`src/verilog/gpio_pkg.sv`:
```
package gpio_pkg;

  // ==========================================================================
  // File addresses of the five groups.
  localparam logic [4:0] ADDR_GROUP_A = 5'h05;
  localparam logic [4:0] ADDR_GROUP_B = 5'h06;
  localparam logic [4:0] ADDR_GROUP_C = 5'h07;
  localparam logic [4:0] ADDR_GROUP_D = 5'h08;
  localparam logic [4:0] ADDR_GROUP_E = 5'h09;

  // ==========================================================================
  // Group indexes and implemented-pin layouts.
  localparam logic [2:0] IDX_GROUP_A = 3'h0;
  localparam logic [2:0] IDX_GROUP_B = 3'h1;
  localparam logic [2:0] IDX_GROUP_C = 3'h2;
  localparam logic [2:0] IDX_GROUP_D = 3'h3;
  localparam logic [2:0] IDX_GROUP_E = 3'h4;
  localparam logic [2:0] IDX_NONE    = 3'h7;
  localparam int         NUM_GROUPS  = 5;

  localparam logic [7:0] MASK_GROUP_A = 8'h0f;
  localparam logic [7:0] MASK_GROUP_B = 8'hff;
  localparam logic [7:0] MASK_GROUP_C = 8'hff;
  localparam logic [7:0] MASK_GROUP_D = 8'hff;
  localparam logic [7:0] MASK_GROUP_E = 8'hf0;
  localparam logic [7:0] MASK_STORAGE = 8'hff;

  // ==========================================================================
  // Reset values and read answers.
  localparam logic [7:0] DIRECTION_RESET = 8'hff;
  localparam logic [7:0] READ_UNMAPPED   = 8'h00;

  // ==========================================================================
  // Device variants, smallest to largest.
  localparam logic [1:0] VARIANT_SMALL = 2'h0;
  localparam logic [1:0] VARIANT_MID   = 2'h1;
  localparam logic [1:0] VARIANT_LARGE = 2'h2;

endpackage

```
`src/verilog/pin_sync.sv`:
```
module pin_sync #(
  parameter int WIDTH = 8
) (
  input  wire logic             i_clk,
  input  wire logic             i_sys_rst,
  input  wire logic [WIDTH-1:0] i_async,
  output logic      [WIDTH-1:0] o_sync
);

  // ==========================================================================
  // Two stages; only the second stage is read outside this module.
  logic [WIDTH-1:0] stage1;

  always_ff @(posedge i_clk or posedge i_sys_rst) begin
    if (i_sys_rst) begin
      stage1 <= '0;
      o_sync <= '0;
    end else begin
      stage1 <= i_async;
      o_sync <= stage1;
    end
  end

endmodule

```
`src/verilog/io_group_slice.sv`:
```
module io_group_slice #(
  parameter bit         IS_PORT = 1'b1,
  parameter logic [7:0] MASK    = 8'hff
) (
  input  wire logic       i_clk,
  input  wire logic       i_sys_rst,
  input  wire logic [7:0] i_pins_sync,
  input  wire logic       i_wr,
  input  wire logic [7:0] i_wr_data,
  input  wire logic       i_dir_wr,
  input  wire logic [7:0] i_dir_data,
  output logic      [7:0] o_rd_value,
  output logic      [7:0] o_pins,
  output logic      [7:0] o_pins_oe
);

  // ==========================================================================
  // Output latch, or plain storage when the group is not a port.
  logic [7:0] next_latch;
  logic [7:0] next_drive_en;

  always_comb begin
    next_latch    = o_pins;
    next_drive_en = o_pins_oe;
    if (i_wr) begin
      next_latch = IS_PORT ? (i_wr_data & MASK) : i_wr_data;
    end
    if (i_dir_wr && IS_PORT) begin
      next_drive_en = ~i_dir_data & MASK;
    end
  end

  // The latch keeps its contents across reset, so it has no reset branch.
  always_ff @(posedge i_clk) begin
    o_pins <= next_latch;
  end

  always_ff @(posedge i_clk or posedge i_sys_rst) begin
    if (i_sys_rst) begin
      o_pins_oe <= ~gpio_pkg::DIRECTION_RESET;
    end else begin
      o_pins_oe <= next_drive_en;
    end
  end

  // ==========================================================================
  // A port reads its pins; storage reads itself.
  always_comb begin
    o_rd_value = IS_PORT ? (i_pins_sync & MASK) : o_pins;
  end

endmodule

```
`src/verilog/io_ports.sv`:
```
// Summary of operation
// - Port reads return pin levels, not latches.
// - Reset sets every direction bit to one.
// - Group A has pins 3..0; 7..4 read zero.
// - Group B is a full eight-bit port.
// - Group C is port on larger variants, else storage.
// - Group D is port only on largest variant.
// - Group E pins 7..4 on largest, else storage.
// - Direction load copies W into named direction.
// - Direction one tristates; zero drives latch bit.
// - Direction registers cannot be read back.
// - Latches hold until software writes again.
// - Every pin has its own direction bit.
// - Bit set/clear rewrites the addressed latch from pins.
// - Writes land at cycle end; reads sample start.
module io_ports #(
  parameter logic [1:0] VARIANT = gpio_pkg::VARIANT_LARGE
) (
  input  wire logic       i_clk,
  input  wire logic       i_sys_rst,
  input  wire logic [4:0] i_file_addr,
  input  wire logic       i_rd_en,
  input  wire logic       i_wr_en,
  input  wire logic [7:0] i_wr_data,
  input  wire logic       i_bit_set,
  input  wire logic       i_bit_clr,
  input  wire logic [2:0] i_bit_pos,
  input  wire logic       i_dir_load,
  input  wire logic [7:0] i_w_reg,
  input  wire logic [7:0] i_pins_a,
  input  wire logic [7:0] i_pins_b,
  input  wire logic [7:0] i_pins_c,
  input  wire logic [7:0] i_pins_d,
  input  wire logic [7:0] i_pins_e,
  output logic      [7:0] o_rd_data,
  output logic            o_rd_valid,
  output logic      [7:0] o_pins_a,
  output logic      [7:0] o_pins_b,
  output logic      [7:0] o_pins_c,
  output logic      [7:0] o_pins_d,
  output logic      [7:0] o_pins_e,
  output logic      [7:0] o_pins_a_oe,
  output logic      [7:0] o_pins_b_oe,
  output logic      [7:0] o_pins_c_oe,
  output logic      [7:0] o_pins_d_oe,
  output logic      [7:0] o_pins_e_oe
);

  // ==========================================================================
  // Decoding helpers.
  function automatic logic [2:0] group_index(input logic [4:0] addr);
    logic [2:0] idx;
    idx = gpio_pkg::IDX_NONE;
    case (addr)
      gpio_pkg::ADDR_GROUP_A: idx = gpio_pkg::IDX_GROUP_A;
      gpio_pkg::ADDR_GROUP_B: idx = gpio_pkg::IDX_GROUP_B;
      gpio_pkg::ADDR_GROUP_C: idx = gpio_pkg::IDX_GROUP_C;
      gpio_pkg::ADDR_GROUP_D: idx = gpio_pkg::IDX_GROUP_D;
      gpio_pkg::ADDR_GROUP_E: idx = gpio_pkg::IDX_GROUP_E;
      default:                idx = gpio_pkg::IDX_NONE;
    endcase
    return idx;
  endfunction

  function automatic bit group_is_port(input int idx, input logic [1:0] variant);
    bit port;
    port = 1'b0;
    case (idx)
      0:       port = 1'b1;
      1:       port = 1'b1;
      2:       port = (variant != gpio_pkg::VARIANT_SMALL);
      3:       port = (variant == gpio_pkg::VARIANT_LARGE);
      4:       port = (variant == gpio_pkg::VARIANT_LARGE);
      default: port = 1'b0;
    endcase
    return port;
  endfunction

  function automatic logic [7:0] group_mask(input int idx, input logic [1:0] variant);
    logic [7:0] mask;
    mask = gpio_pkg::MASK_STORAGE;
    if (group_is_port(idx, variant)) begin
      case (idx)
        0:       mask = gpio_pkg::MASK_GROUP_A;
        1:       mask = gpio_pkg::MASK_GROUP_B;
        2:       mask = gpio_pkg::MASK_GROUP_C;
        3:       mask = gpio_pkg::MASK_GROUP_D;
        4:       mask = gpio_pkg::MASK_GROUP_E;
        default: mask = gpio_pkg::MASK_STORAGE;
      endcase
    end
    return mask;
  endfunction

  // ==========================================================================
  // Pin arrays.
  logic [7:0] pins_raw  [gpio_pkg::NUM_GROUPS];
  logic [7:0] pins_sync [gpio_pkg::NUM_GROUPS];
  logic [7:0] rd_value  [gpio_pkg::NUM_GROUPS];
  logic [7:0] latch_out [gpio_pkg::NUM_GROUPS];
  logic [7:0] drive_out [gpio_pkg::NUM_GROUPS];
  logic       grp_wr    [gpio_pkg::NUM_GROUPS];
  logic       grp_dir   [gpio_pkg::NUM_GROUPS];

  assign pins_raw[0] = i_pins_a;
  assign pins_raw[1] = i_pins_b;
  assign pins_raw[2] = i_pins_c;
  assign pins_raw[3] = i_pins_d;
  assign pins_raw[4] = i_pins_e;

  assign o_pins_a    = latch_out[0];
  assign o_pins_b    = latch_out[1];
  assign o_pins_c    = latch_out[2];
  assign o_pins_d    = latch_out[3];
  assign o_pins_e    = latch_out[4];
  assign o_pins_a_oe = drive_out[0];
  assign o_pins_b_oe = drive_out[1];
  assign o_pins_c_oe = drive_out[2];
  assign o_pins_d_oe = drive_out[3];
  assign o_pins_e_oe = drive_out[4];

  // ==========================================================================
  // Operation decode. Only one write-type operation acts per cycle; direction load
  // wins over bit operations, which win over a plain write.
  logic [2:0] op_idx;
  logic       op_hit;
  logic       do_dir;
  logic       do_bit;
  logic       do_wr;
  logic [7:0] bit_mask;
  logic [7:0] rmw_source;
  logic [7:0] write_value;

  always_comb begin
    op_idx     = group_index(i_file_addr);
    op_hit     = (op_idx != gpio_pkg::IDX_NONE);
    do_dir     = op_hit && i_dir_load;
    do_bit     = op_hit && !i_dir_load && (i_bit_set || i_bit_clr);
    do_wr      = op_hit && !i_dir_load && !i_bit_set && !i_bit_clr && i_wr_en;
    bit_mask   = 8'h01 << i_bit_pos;
    rmw_source = op_hit ? rd_value[op_idx] : gpio_pkg::READ_UNMAPPED;
    if (do_bit) begin
      if (i_bit_set) begin
        write_value = rmw_source | bit_mask;
      end else begin
        write_value = rmw_source & ~bit_mask;
      end
    end else begin
      write_value = i_wr_data;
    end
  end

  // ==========================================================================
  // Per-group synchronisers and latches.
  generate
    for (genvar g = 0; g < gpio_pkg::NUM_GROUPS; g++) begin : grp
      assign grp_wr[g]  = (do_wr || do_bit) && (op_idx == 3'(g));
      assign grp_dir[g] = do_dir && (op_idx == 3'(g));

      pin_sync #(
        .WIDTH(8)
      ) u_sync (
        .i_clk    (i_clk),
        .i_sys_rst(i_sys_rst),
        .i_async  (pins_raw[g]),
        .o_sync   (pins_sync[g])
      );

      io_group_slice #(
        .IS_PORT(group_is_port(g, VARIANT)),
        .MASK   (group_mask(g, VARIANT))
      ) u_slice (
        .i_clk      (i_clk),
        .i_sys_rst  (i_sys_rst),
        .i_pins_sync(pins_sync[g]),
        .i_wr       (grp_wr[g]),
        .i_wr_data  (write_value),
        .i_dir_wr   (grp_dir[g]),
        .i_dir_data (i_w_reg),
        .o_rd_value (rd_value[g]),
        .o_pins     (latch_out[g]),
        .o_pins_oe  (drive_out[g])
      );
    end
  endgenerate

  // ==========================================================================
  // Read path. A port returns the synchronised pin level present at the
  // start of the cycle, so a read right after a write may still see the
  // old pin level; software must leave two spare cycles between them.
  logic [7:0] next_rd_data;
  logic       next_rd_valid;
  logic [2:0] rd_idx;
  logic [2:0] next_rd_idx;

  always_comb begin
    next_rd_data  = gpio_pkg::READ_UNMAPPED;
    next_rd_valid = 1'b0;
    next_rd_idx   = gpio_pkg::IDX_NONE;
    if (i_rd_en && op_hit) begin
      next_rd_data  = rd_value[op_idx];
      next_rd_valid = 1'b1;
      next_rd_idx   = op_idx;
    end
  end

  // Direction state never enters this mux, so it cannot be read back.
  always_ff @(posedge i_clk or posedge i_sys_rst) begin
    if (i_sys_rst) begin
      o_rd_data  <= gpio_pkg::READ_UNMAPPED;
      o_rd_valid <= 1'b0;
      rd_idx     <= gpio_pkg::IDX_NONE;
    end else begin
      o_rd_data  <= next_rd_data;
      o_rd_valid <= next_rd_valid;
      rd_idx     <= next_rd_idx;
    end
  end

  logic b_write_any;
  assign b_write_any = grp_wr[1] || grp_dir[1];
endmodule

```
`config.mk`:
```
export PLATFORM = sky130hd
export DESIGN_NAME = io_ports
export DESIGN_NICKNAME = d
export VERILOG_FILES = /design/src/verilog/gpio_pkg.sv /design/src/verilog/pin_sync.sv /design/src/verilog/io_group_slice.sv /design/src/verilog/io_ports.sv
export SDC_FILE = /design/constraint.sdc
export NUM_CORES = 1
export LEC_CHECK = 0
export BUFFER_PORTS_ARGS = -buffer_cell sky130_fd_sc_hd__buf_2
export CAP_MARGIN = 20
export CORE_AREA = 2 2 122 95
export CTS_BUF_LIST = sky130_fd_sc_hd__clkbuf_8
export DETAILED_ROUTE_END_ITERATION = 6
export DIE_AREA = 0 0 124 97
export GPL_TIMING_DRIVEN = 1
export PLACE_DENSITY = 0.88
export RECOVER_POWER = 100
export SLEW_MARGIN = 20
export SYNTH_ARGS = -nofsm -noshare
export SYNTH_HDL_FRONTEND = slang
export SYNTH_HIERARCHICAL = 1
export SYNTH_SLANG_ARGS = --single-unit
```
`constraint.sdc`:
```
create_clock -name i_clk -period 1.9 [get_ports i_clk]
set_clock_uncertainty 0.1 [all_clocks]
set_input_delay 0.19 -clock i_clk [delete_from_list [all_inputs] [get_ports i_clk]]
set_output_delay 0.19 -clock i_clk [all_outputs]
set_load 0.02 [all_outputs]
```
==> results.md, run 1 <==
- Status: completed
- Htree depth: 4
- Root buf cell: clkbuf_8
- # clock sinks: about 140
- HPWL Detailed: slightly above 9000 um
- Initial Util: 0.4964
- Post-layout min period: approximately 1800 ps
- Syn-to-layout area delta: 23.69%
- Syn Area/Cell: 12.54 um2
- Final instance area: between 6000 and 7000 um2
- Max-Cap Viols: 0
- CP Data Arrival Time: 2080 ps
- Critical hold path startpoint: i_wr_data[1]
- Routed WL: 13010 um
- Fmax: 546.4 MHz
- Wire length of the first global-routing pass: 20120 um
- Hold Path Stages: 2
- Worst Hold Path EP: grp[2].u_slice/o_pins[1]
- Die Y-Extent: 97 um
- Remaining Overflow, GRT: 0
- Skew-Pair Late Insertion Delay: 430 ps
- Synth warnings: 6
- Critical path type: input port to register
- Antenna violation net count after detailed routing: 0
- PwrDens: 1035 nW/um2
- Fillers: 873
- Slew @ Worst Pin: 804.6 ps
- Largest net degree at the start of global routing: 17
- Critical path data required time: 2150 ps
- Count of buffer and inverter cells on the critical path: 4
- VDD IR max: around 0.00043 V
- FF-to-FF End: grp[1].u_slice/o_pins[0]
- Sum Neg Setup Slack: 0 ps
- Setup violations, final: 0
- DR DRC count: 0
- Max_slew headroom: 0.4636
- Crit-path slowest cell: dlymetal6s2s_1
- CTS tree: done
- Pleak: 2.922 nW
- CP Cell Sequence: clkbuf_1 > nand2b_1 > clkbuf_4 > nor4_1 > buf_4 > and2_0 > dlymetal6s2s_1 > nor2_1 > a21oi_2
- Placed inst area: 5877 um2
- Initial antenna violation count: 2
- Critical Path Max Stage Delay: 530 ps
- Via-to-Cell Ratio: 5.042
- Worst hold path class: input port to register
- Post-synthesis cell area: 5329 um2
- Share of post-route cells with drive strength above 1: 0.1957
- # placed instances: roughly 670
- Number of port buffers: approximately 140
- Die width: about 120 um
- Die area: ~12000 um2
- Total power: 6.825 mW
- Final Non-Filler Cells: 740
- Routed WL per cell: 17.58 um
- Post-route clock period utilization: 0.9633
- Vias in the first global route: 3772
- Vias: 3731
- Worst setup SP type: input port
- Boundary pin count: 160
- Longest Clk Path Bufs: 2
- Final Hold Viols: 0
- Crit. End Element: register
- RSZ-0062 raised after global routing: false
- Reg2Reg Depth: 5
- Crit-path leading delay family: buffers and inverters
- CORE AREA: ~11000 um2
- Detailed Route Iter0 Violations: 383
- Placer Congestion: 0.9186
- Post-Syn Instances: 425
- TritonCTS buffer count: 17
- Reg2reg start: grp[1].u_sync/o_sync[0]
- Clk pin slew, worst setup/hold paths: about 80 ps
- Iteration count of the initial detailed-routing pass: 7
- Gr usage total: 0.2298
- Core Rows: 33
- Worst reg2reg setup slack: between 150 and 200 ps
- Nets: 656
- Critical path fanouts, max: 13
- Max-slew violations: 0
-- registers in the layout (all words and copies together), names as in the netlist --
name	cells
o_rd_data	8
grp.u_sync/o_sync	32
grp.u_sync/stage1	32
grp.u_slice/o_pins_oe	32
grp.u_slice/o_pins	32
o_rd_valid	1
-- metal layers --
| metal | GRT usage | wire length (um) |
|---|---|---|
| met5 | 0 | 0 |
| met4 | 0.1331 | 454 |
| met3 | 0.06014 | 1119 |
| met2 | 0.3445 | 6084 |
| met1 | 0.3017 | 5349 |
-- layout make-up --
type	count	area, um2	area share
Antenna cell	2	5.005	0.0007593
Clock buffer	17	234.0	0.03550
Clock inverter	15	200.2	0.03037
Inverter	30	112.6	0.01708
Multi-Input combinational cell	205	1172	0.1779
Sequential cell	137	3588	0.5444
Tap cell	140	175.2	0.02658
Timing Repair Buffer	194	1104	0.1674
-- timing repair --
action / CTS / global route
hold buffers: 41 / 0
setup endpoints to repair: 0 / 15
buffers inserted: 0 / 0
gates resized for setup: 0 / 1
endpoints found under the hold margin: 169 / 0
-- through the flow --
stage,utilization,hold slack (ps),worst slack [ps]
2_1_floorplan,-,-143.9,-67.67
3_3_place_gp,0.5474,127.4,-210.0
3_5_place_dp,0.5474,134.6,-293.7
4_1_cts,0.6261,4.522,150.4
5_1_grt,0.6140,39.91,21.64
6_report,0.6140,38.56,69.79
-- worst reg2reg max path: stages, from the launching register on --
cell	delay (ps)
dfrtp_1	360
o21ai_0	180
a21oi_1	130
o221ai_1	210
o311ai_0	210
a22o_1	270
-- how the worst max path moves through the flow --
stage | slack (ps) | from | depth (start not counted) | end
after floorplan | -70 | i_file_addr[3] | 7 | grp[0].u_slice/o_pins[0]
after global placement | -210 | i_file_addr[1] | 6 | grp[2].u_slice/o_pins[1]
after global routing | 20 | i_file_addr[1] | 6 | grp[1].u_slice/o_pins[0]
final | 70 | i_file_addr[1] | 9 | grp[3].u_slice/o_pins_oe[5]
after detailed placement | -290 | i_file_addr[1] | 6 | grp[1].u_slice/o_pins[0]
after CTS | 150 | i_file_addr[1] | 6 | grp[1].u_slice/o_pins[0]
-- power breakdown --
group	internal, mW	switching, mW	leakage [nW]	total, mW
logic	0.297	0.613	1.18	0.909
clock network	1.43	1.13	0.215	2.56
registers	3.24	0.118	1.53	3.35
total	4.97	1.86	2.92	6.82
-- cell usage in the layout, fill, tap and decap left out, types with 2 or more instances in the layout --
| cell | instances |
|---|---|
| buf_4 | 8 |
| inv_6 | 2 |
| clkbuf_8 | 17 |
| nor2_1 | 46 |
| nor3_1 | 3 |
| o221ai_1 | 8 |
| clkinv_4 | 4 |
| clkinvlp_4 | 2 |
| and2_0 | 4 |
| dlygate4sd3_1 | 41 |
| and4_1 | 2 |
| edfxtp_1 | 32 |
| nand3_1 | 6 |
| mux2i_1 | 13 |
| nor2b_1 | 2 |
| a21oi_2 | 15 |
| buf_2 | 54 |
| bufinv_16 | 4 |
| a31oi_1 | 2 |
| a21oi_1 | 29 |
| nor4_1 | 4 |
| dfrtp_1 | 105 |
| a22o_1 | 7 |
| clkbuf_4 | 2 |
| inv_1 | 31 |
| conb_1 | 24 |
| nand3b_1 | 2 |
| diode_2 | 2 |
| clkbuf_1 | 84 |
| clkbuf_2 | 4 |
| nand2_1 | 21 |
| o21ai_0 | 6 |
Note: power is estimated with default switching activity, not from simulation.
==> run 2: changes to the inputs <==
clock period = 1.7 ns   (was 1.9 ns; I/O delays follow)
==> run 2 against run 1 <==
  * The run now ends with DRC left
  * Combinational power is 16% higher
  * Clock power is 18% higher
  * Register-to-register slack worse by 90 ps
  * Die area stayed put
  * Final cell count is 1.1% higher
  * Utilization is 1.4 points higher
  * First-iteration DRC count is 7.3% higher
  * Count of clock-buffer cells in the layout is 2 higher
  * Critical path type unchanged
  * Critical endpoint is now grp[4].u_slice/o_pins[7]
  * Largest power group unchanged
==> results.md, run 2 (synthesis gave the netlist of run 1 again) <==
- Die Y-Extent: a little under 100 um
- Die area: ~12000 um2
- Remaining Overflow, GRT: 0
- Share of post-route cells with drive strength above 1: 0.2235
- Vias in the first global route: 3819
- CORE AREA: 10740 um2
- Max-Cap Viols: 0
- Gr usage total: 0.2278
- PwrDens: 1160 nW/um2
- GRT busiest layer: met2
- Iteration count of the initial detailed-routing pass: 7
- Wire length of the first global-routing pass: 20220 um
- Largest net degree at the start of global routing: 17
- GRT met3 Usage: 0.05719
- Routed WL: around 14000 um
- Most common cell after layout, fill and taps aside: dfrtp_1
- Fmax: 600.0 MHz
- Critical path data required time: between 1500 and 2000 ps
- Final Non-Filler Cells: 748
- Fillers: between 800 and 900
- CP Data Arrival Time: ~1700 ps
- Post-Place Setup Slack: -392.0 ps
- Vias: ~3900
- Final Hold Viols: 0
- Max-slew violations: 0
- Worst hold path class: input port to register
- Global-route met1 utilization: 0.2876
- Critical path fanouts, max: 16
- VDD IR max: approximately 0.00054 V
- DR DRC count: 3
- Met2 GRT Util: 0.3521
- Clk pin slew, worst setup/hold paths: 70 ps
- Root buf cell: clkbuf_8
- Placer Congestion: approximately 0.9
- Max_slew headroom: 0.4576
- Routed WL per cell: 18.17 um
- Violated checks: DRC
- Post-route clock period utilization: 0.9804
- HPWL Detailed: 9175 um
- Post-layout min period: around 1700 ps
- Most frequent cells in the layout: 105 x dfrtp_1, 78 x clkbuf_1, 58 x buf_2, 46 x nor2_1, 41 x dlygate4sd3_1
- Total power: 7.813 mW
- CP Cell Sequence: buf_2 > nand2b_1 > o22a_1 > or4_4 > a22o_1
- # clock sinks: 137
- Slew @ Worst Pin: 813.6 ps
- Worst setup SP type: input port
- Skew-Pair Late Insertion Delay: between 400 and 500 ps
- Core Rows: 33
- Critical Path Max Stage Delay: 610 ps
- Htree depth: 4
- Die width: 124 um
- Longest Clk Path Bufs: 2
- Setup violations, final: 0
- Crit-path slowest cell: or4_4
- Syn-to-layout area delta: 26.41%
- Initial Util: 0.4964
- Nets: 663
- Pleak: 2.993 nW
- CTS tree: done
- TritonCTS buffer count: 17
- Critical path type: input port to register
- WHS: 23.56 ps
- Detailed Route Iter0 Violations: 411
- Placed inst area: 5918 um2
- Sum Neg Setup Slack: 0 ps
- Post-CTS Setup Bufs: 0
- Final Util: 0.6275
- # placed instances: 672
- Status: finished, violations left
- Initial antenna violation count: 3
- Final instance area: 6736 um2
- Boundary pin count: 160
- Final Worst Setup Slack: ~33 ps
- Via-to-Cell Ratio: between 5 and 6
- Antenna violation net count after detailed routing: 0
- Number of port buffers: 135
- Crit. End Element: register
## run 2: final timing paths
kind | start | end | slack (ps) | depth (start not counted)
worst max-delay path | i_file_addr[1] | grp[4].u_slice/o_pins[7] | 30 | 5
worst min-delay path | i_wr_data[1] | grp[3].u_slice/o_pins[1] | 20 | 2
worst max register to register | grp[1].u_sync/o_sync[1] | grp[2].u_slice/o_pins[1] | 80 | 5
worst min register to register | grp[1].u_sync/stage1[4] | grp[1].u_sync/o_sync[4] | 240 | 0
max in group asynchronous | i_sys_rst | grp[2].u_sync/o_sync[1] | 440 | 3
min in group asynchronous | i_sys_rst | grp[4].u_slice/o_pins_oe[7] | 440 | 3
## run 2: routing by layer
metal  share of wire  vias to the layer above
met4           0.061                        0
met1            0.38                     1818
met3           0.091                       79
li1                -                     1686
met5               0                        -
met2            0.47                      288
## run 2: power breakdown
part | total (mW) | switching, mW | internal, mW
sequential | 3.75 | 0.137 | 3.62
combinational | 1.05 | 0.698 | 0.347
clock | 3.01 | 1.20 | 1.82
## run 2: repair_timing
item | in CTS | in global routing
hold buffers | 41 | 0
hold endpoints to repair | 169 | 0
setup endpoints to repair | 4 | 32
pin swaps | 0 | 0
gates resized for setup | 1 | 9
## run 2: cell type report
cell class	count	area (um2)	area share
timing repair buffer	201	1186	0.1761
antenna	4	10.01	0.001486
tap	140	175.2	0.02600
sequential	137	3588	0.5327
multi-input combinational	205	1202	0.1785
clock buffer	19	261.5	0.03882
clock inverter	12	200.2	0.02972
inverter	30	112.6	0.01672
## run 2: worst max-delay path, delay by kind of cell
kind,cells,cell delay [ps]
AND/OR/NAND/NOR,2,840
AO/OA/AOI/OAI,2,580
buffers and inverters,1,130
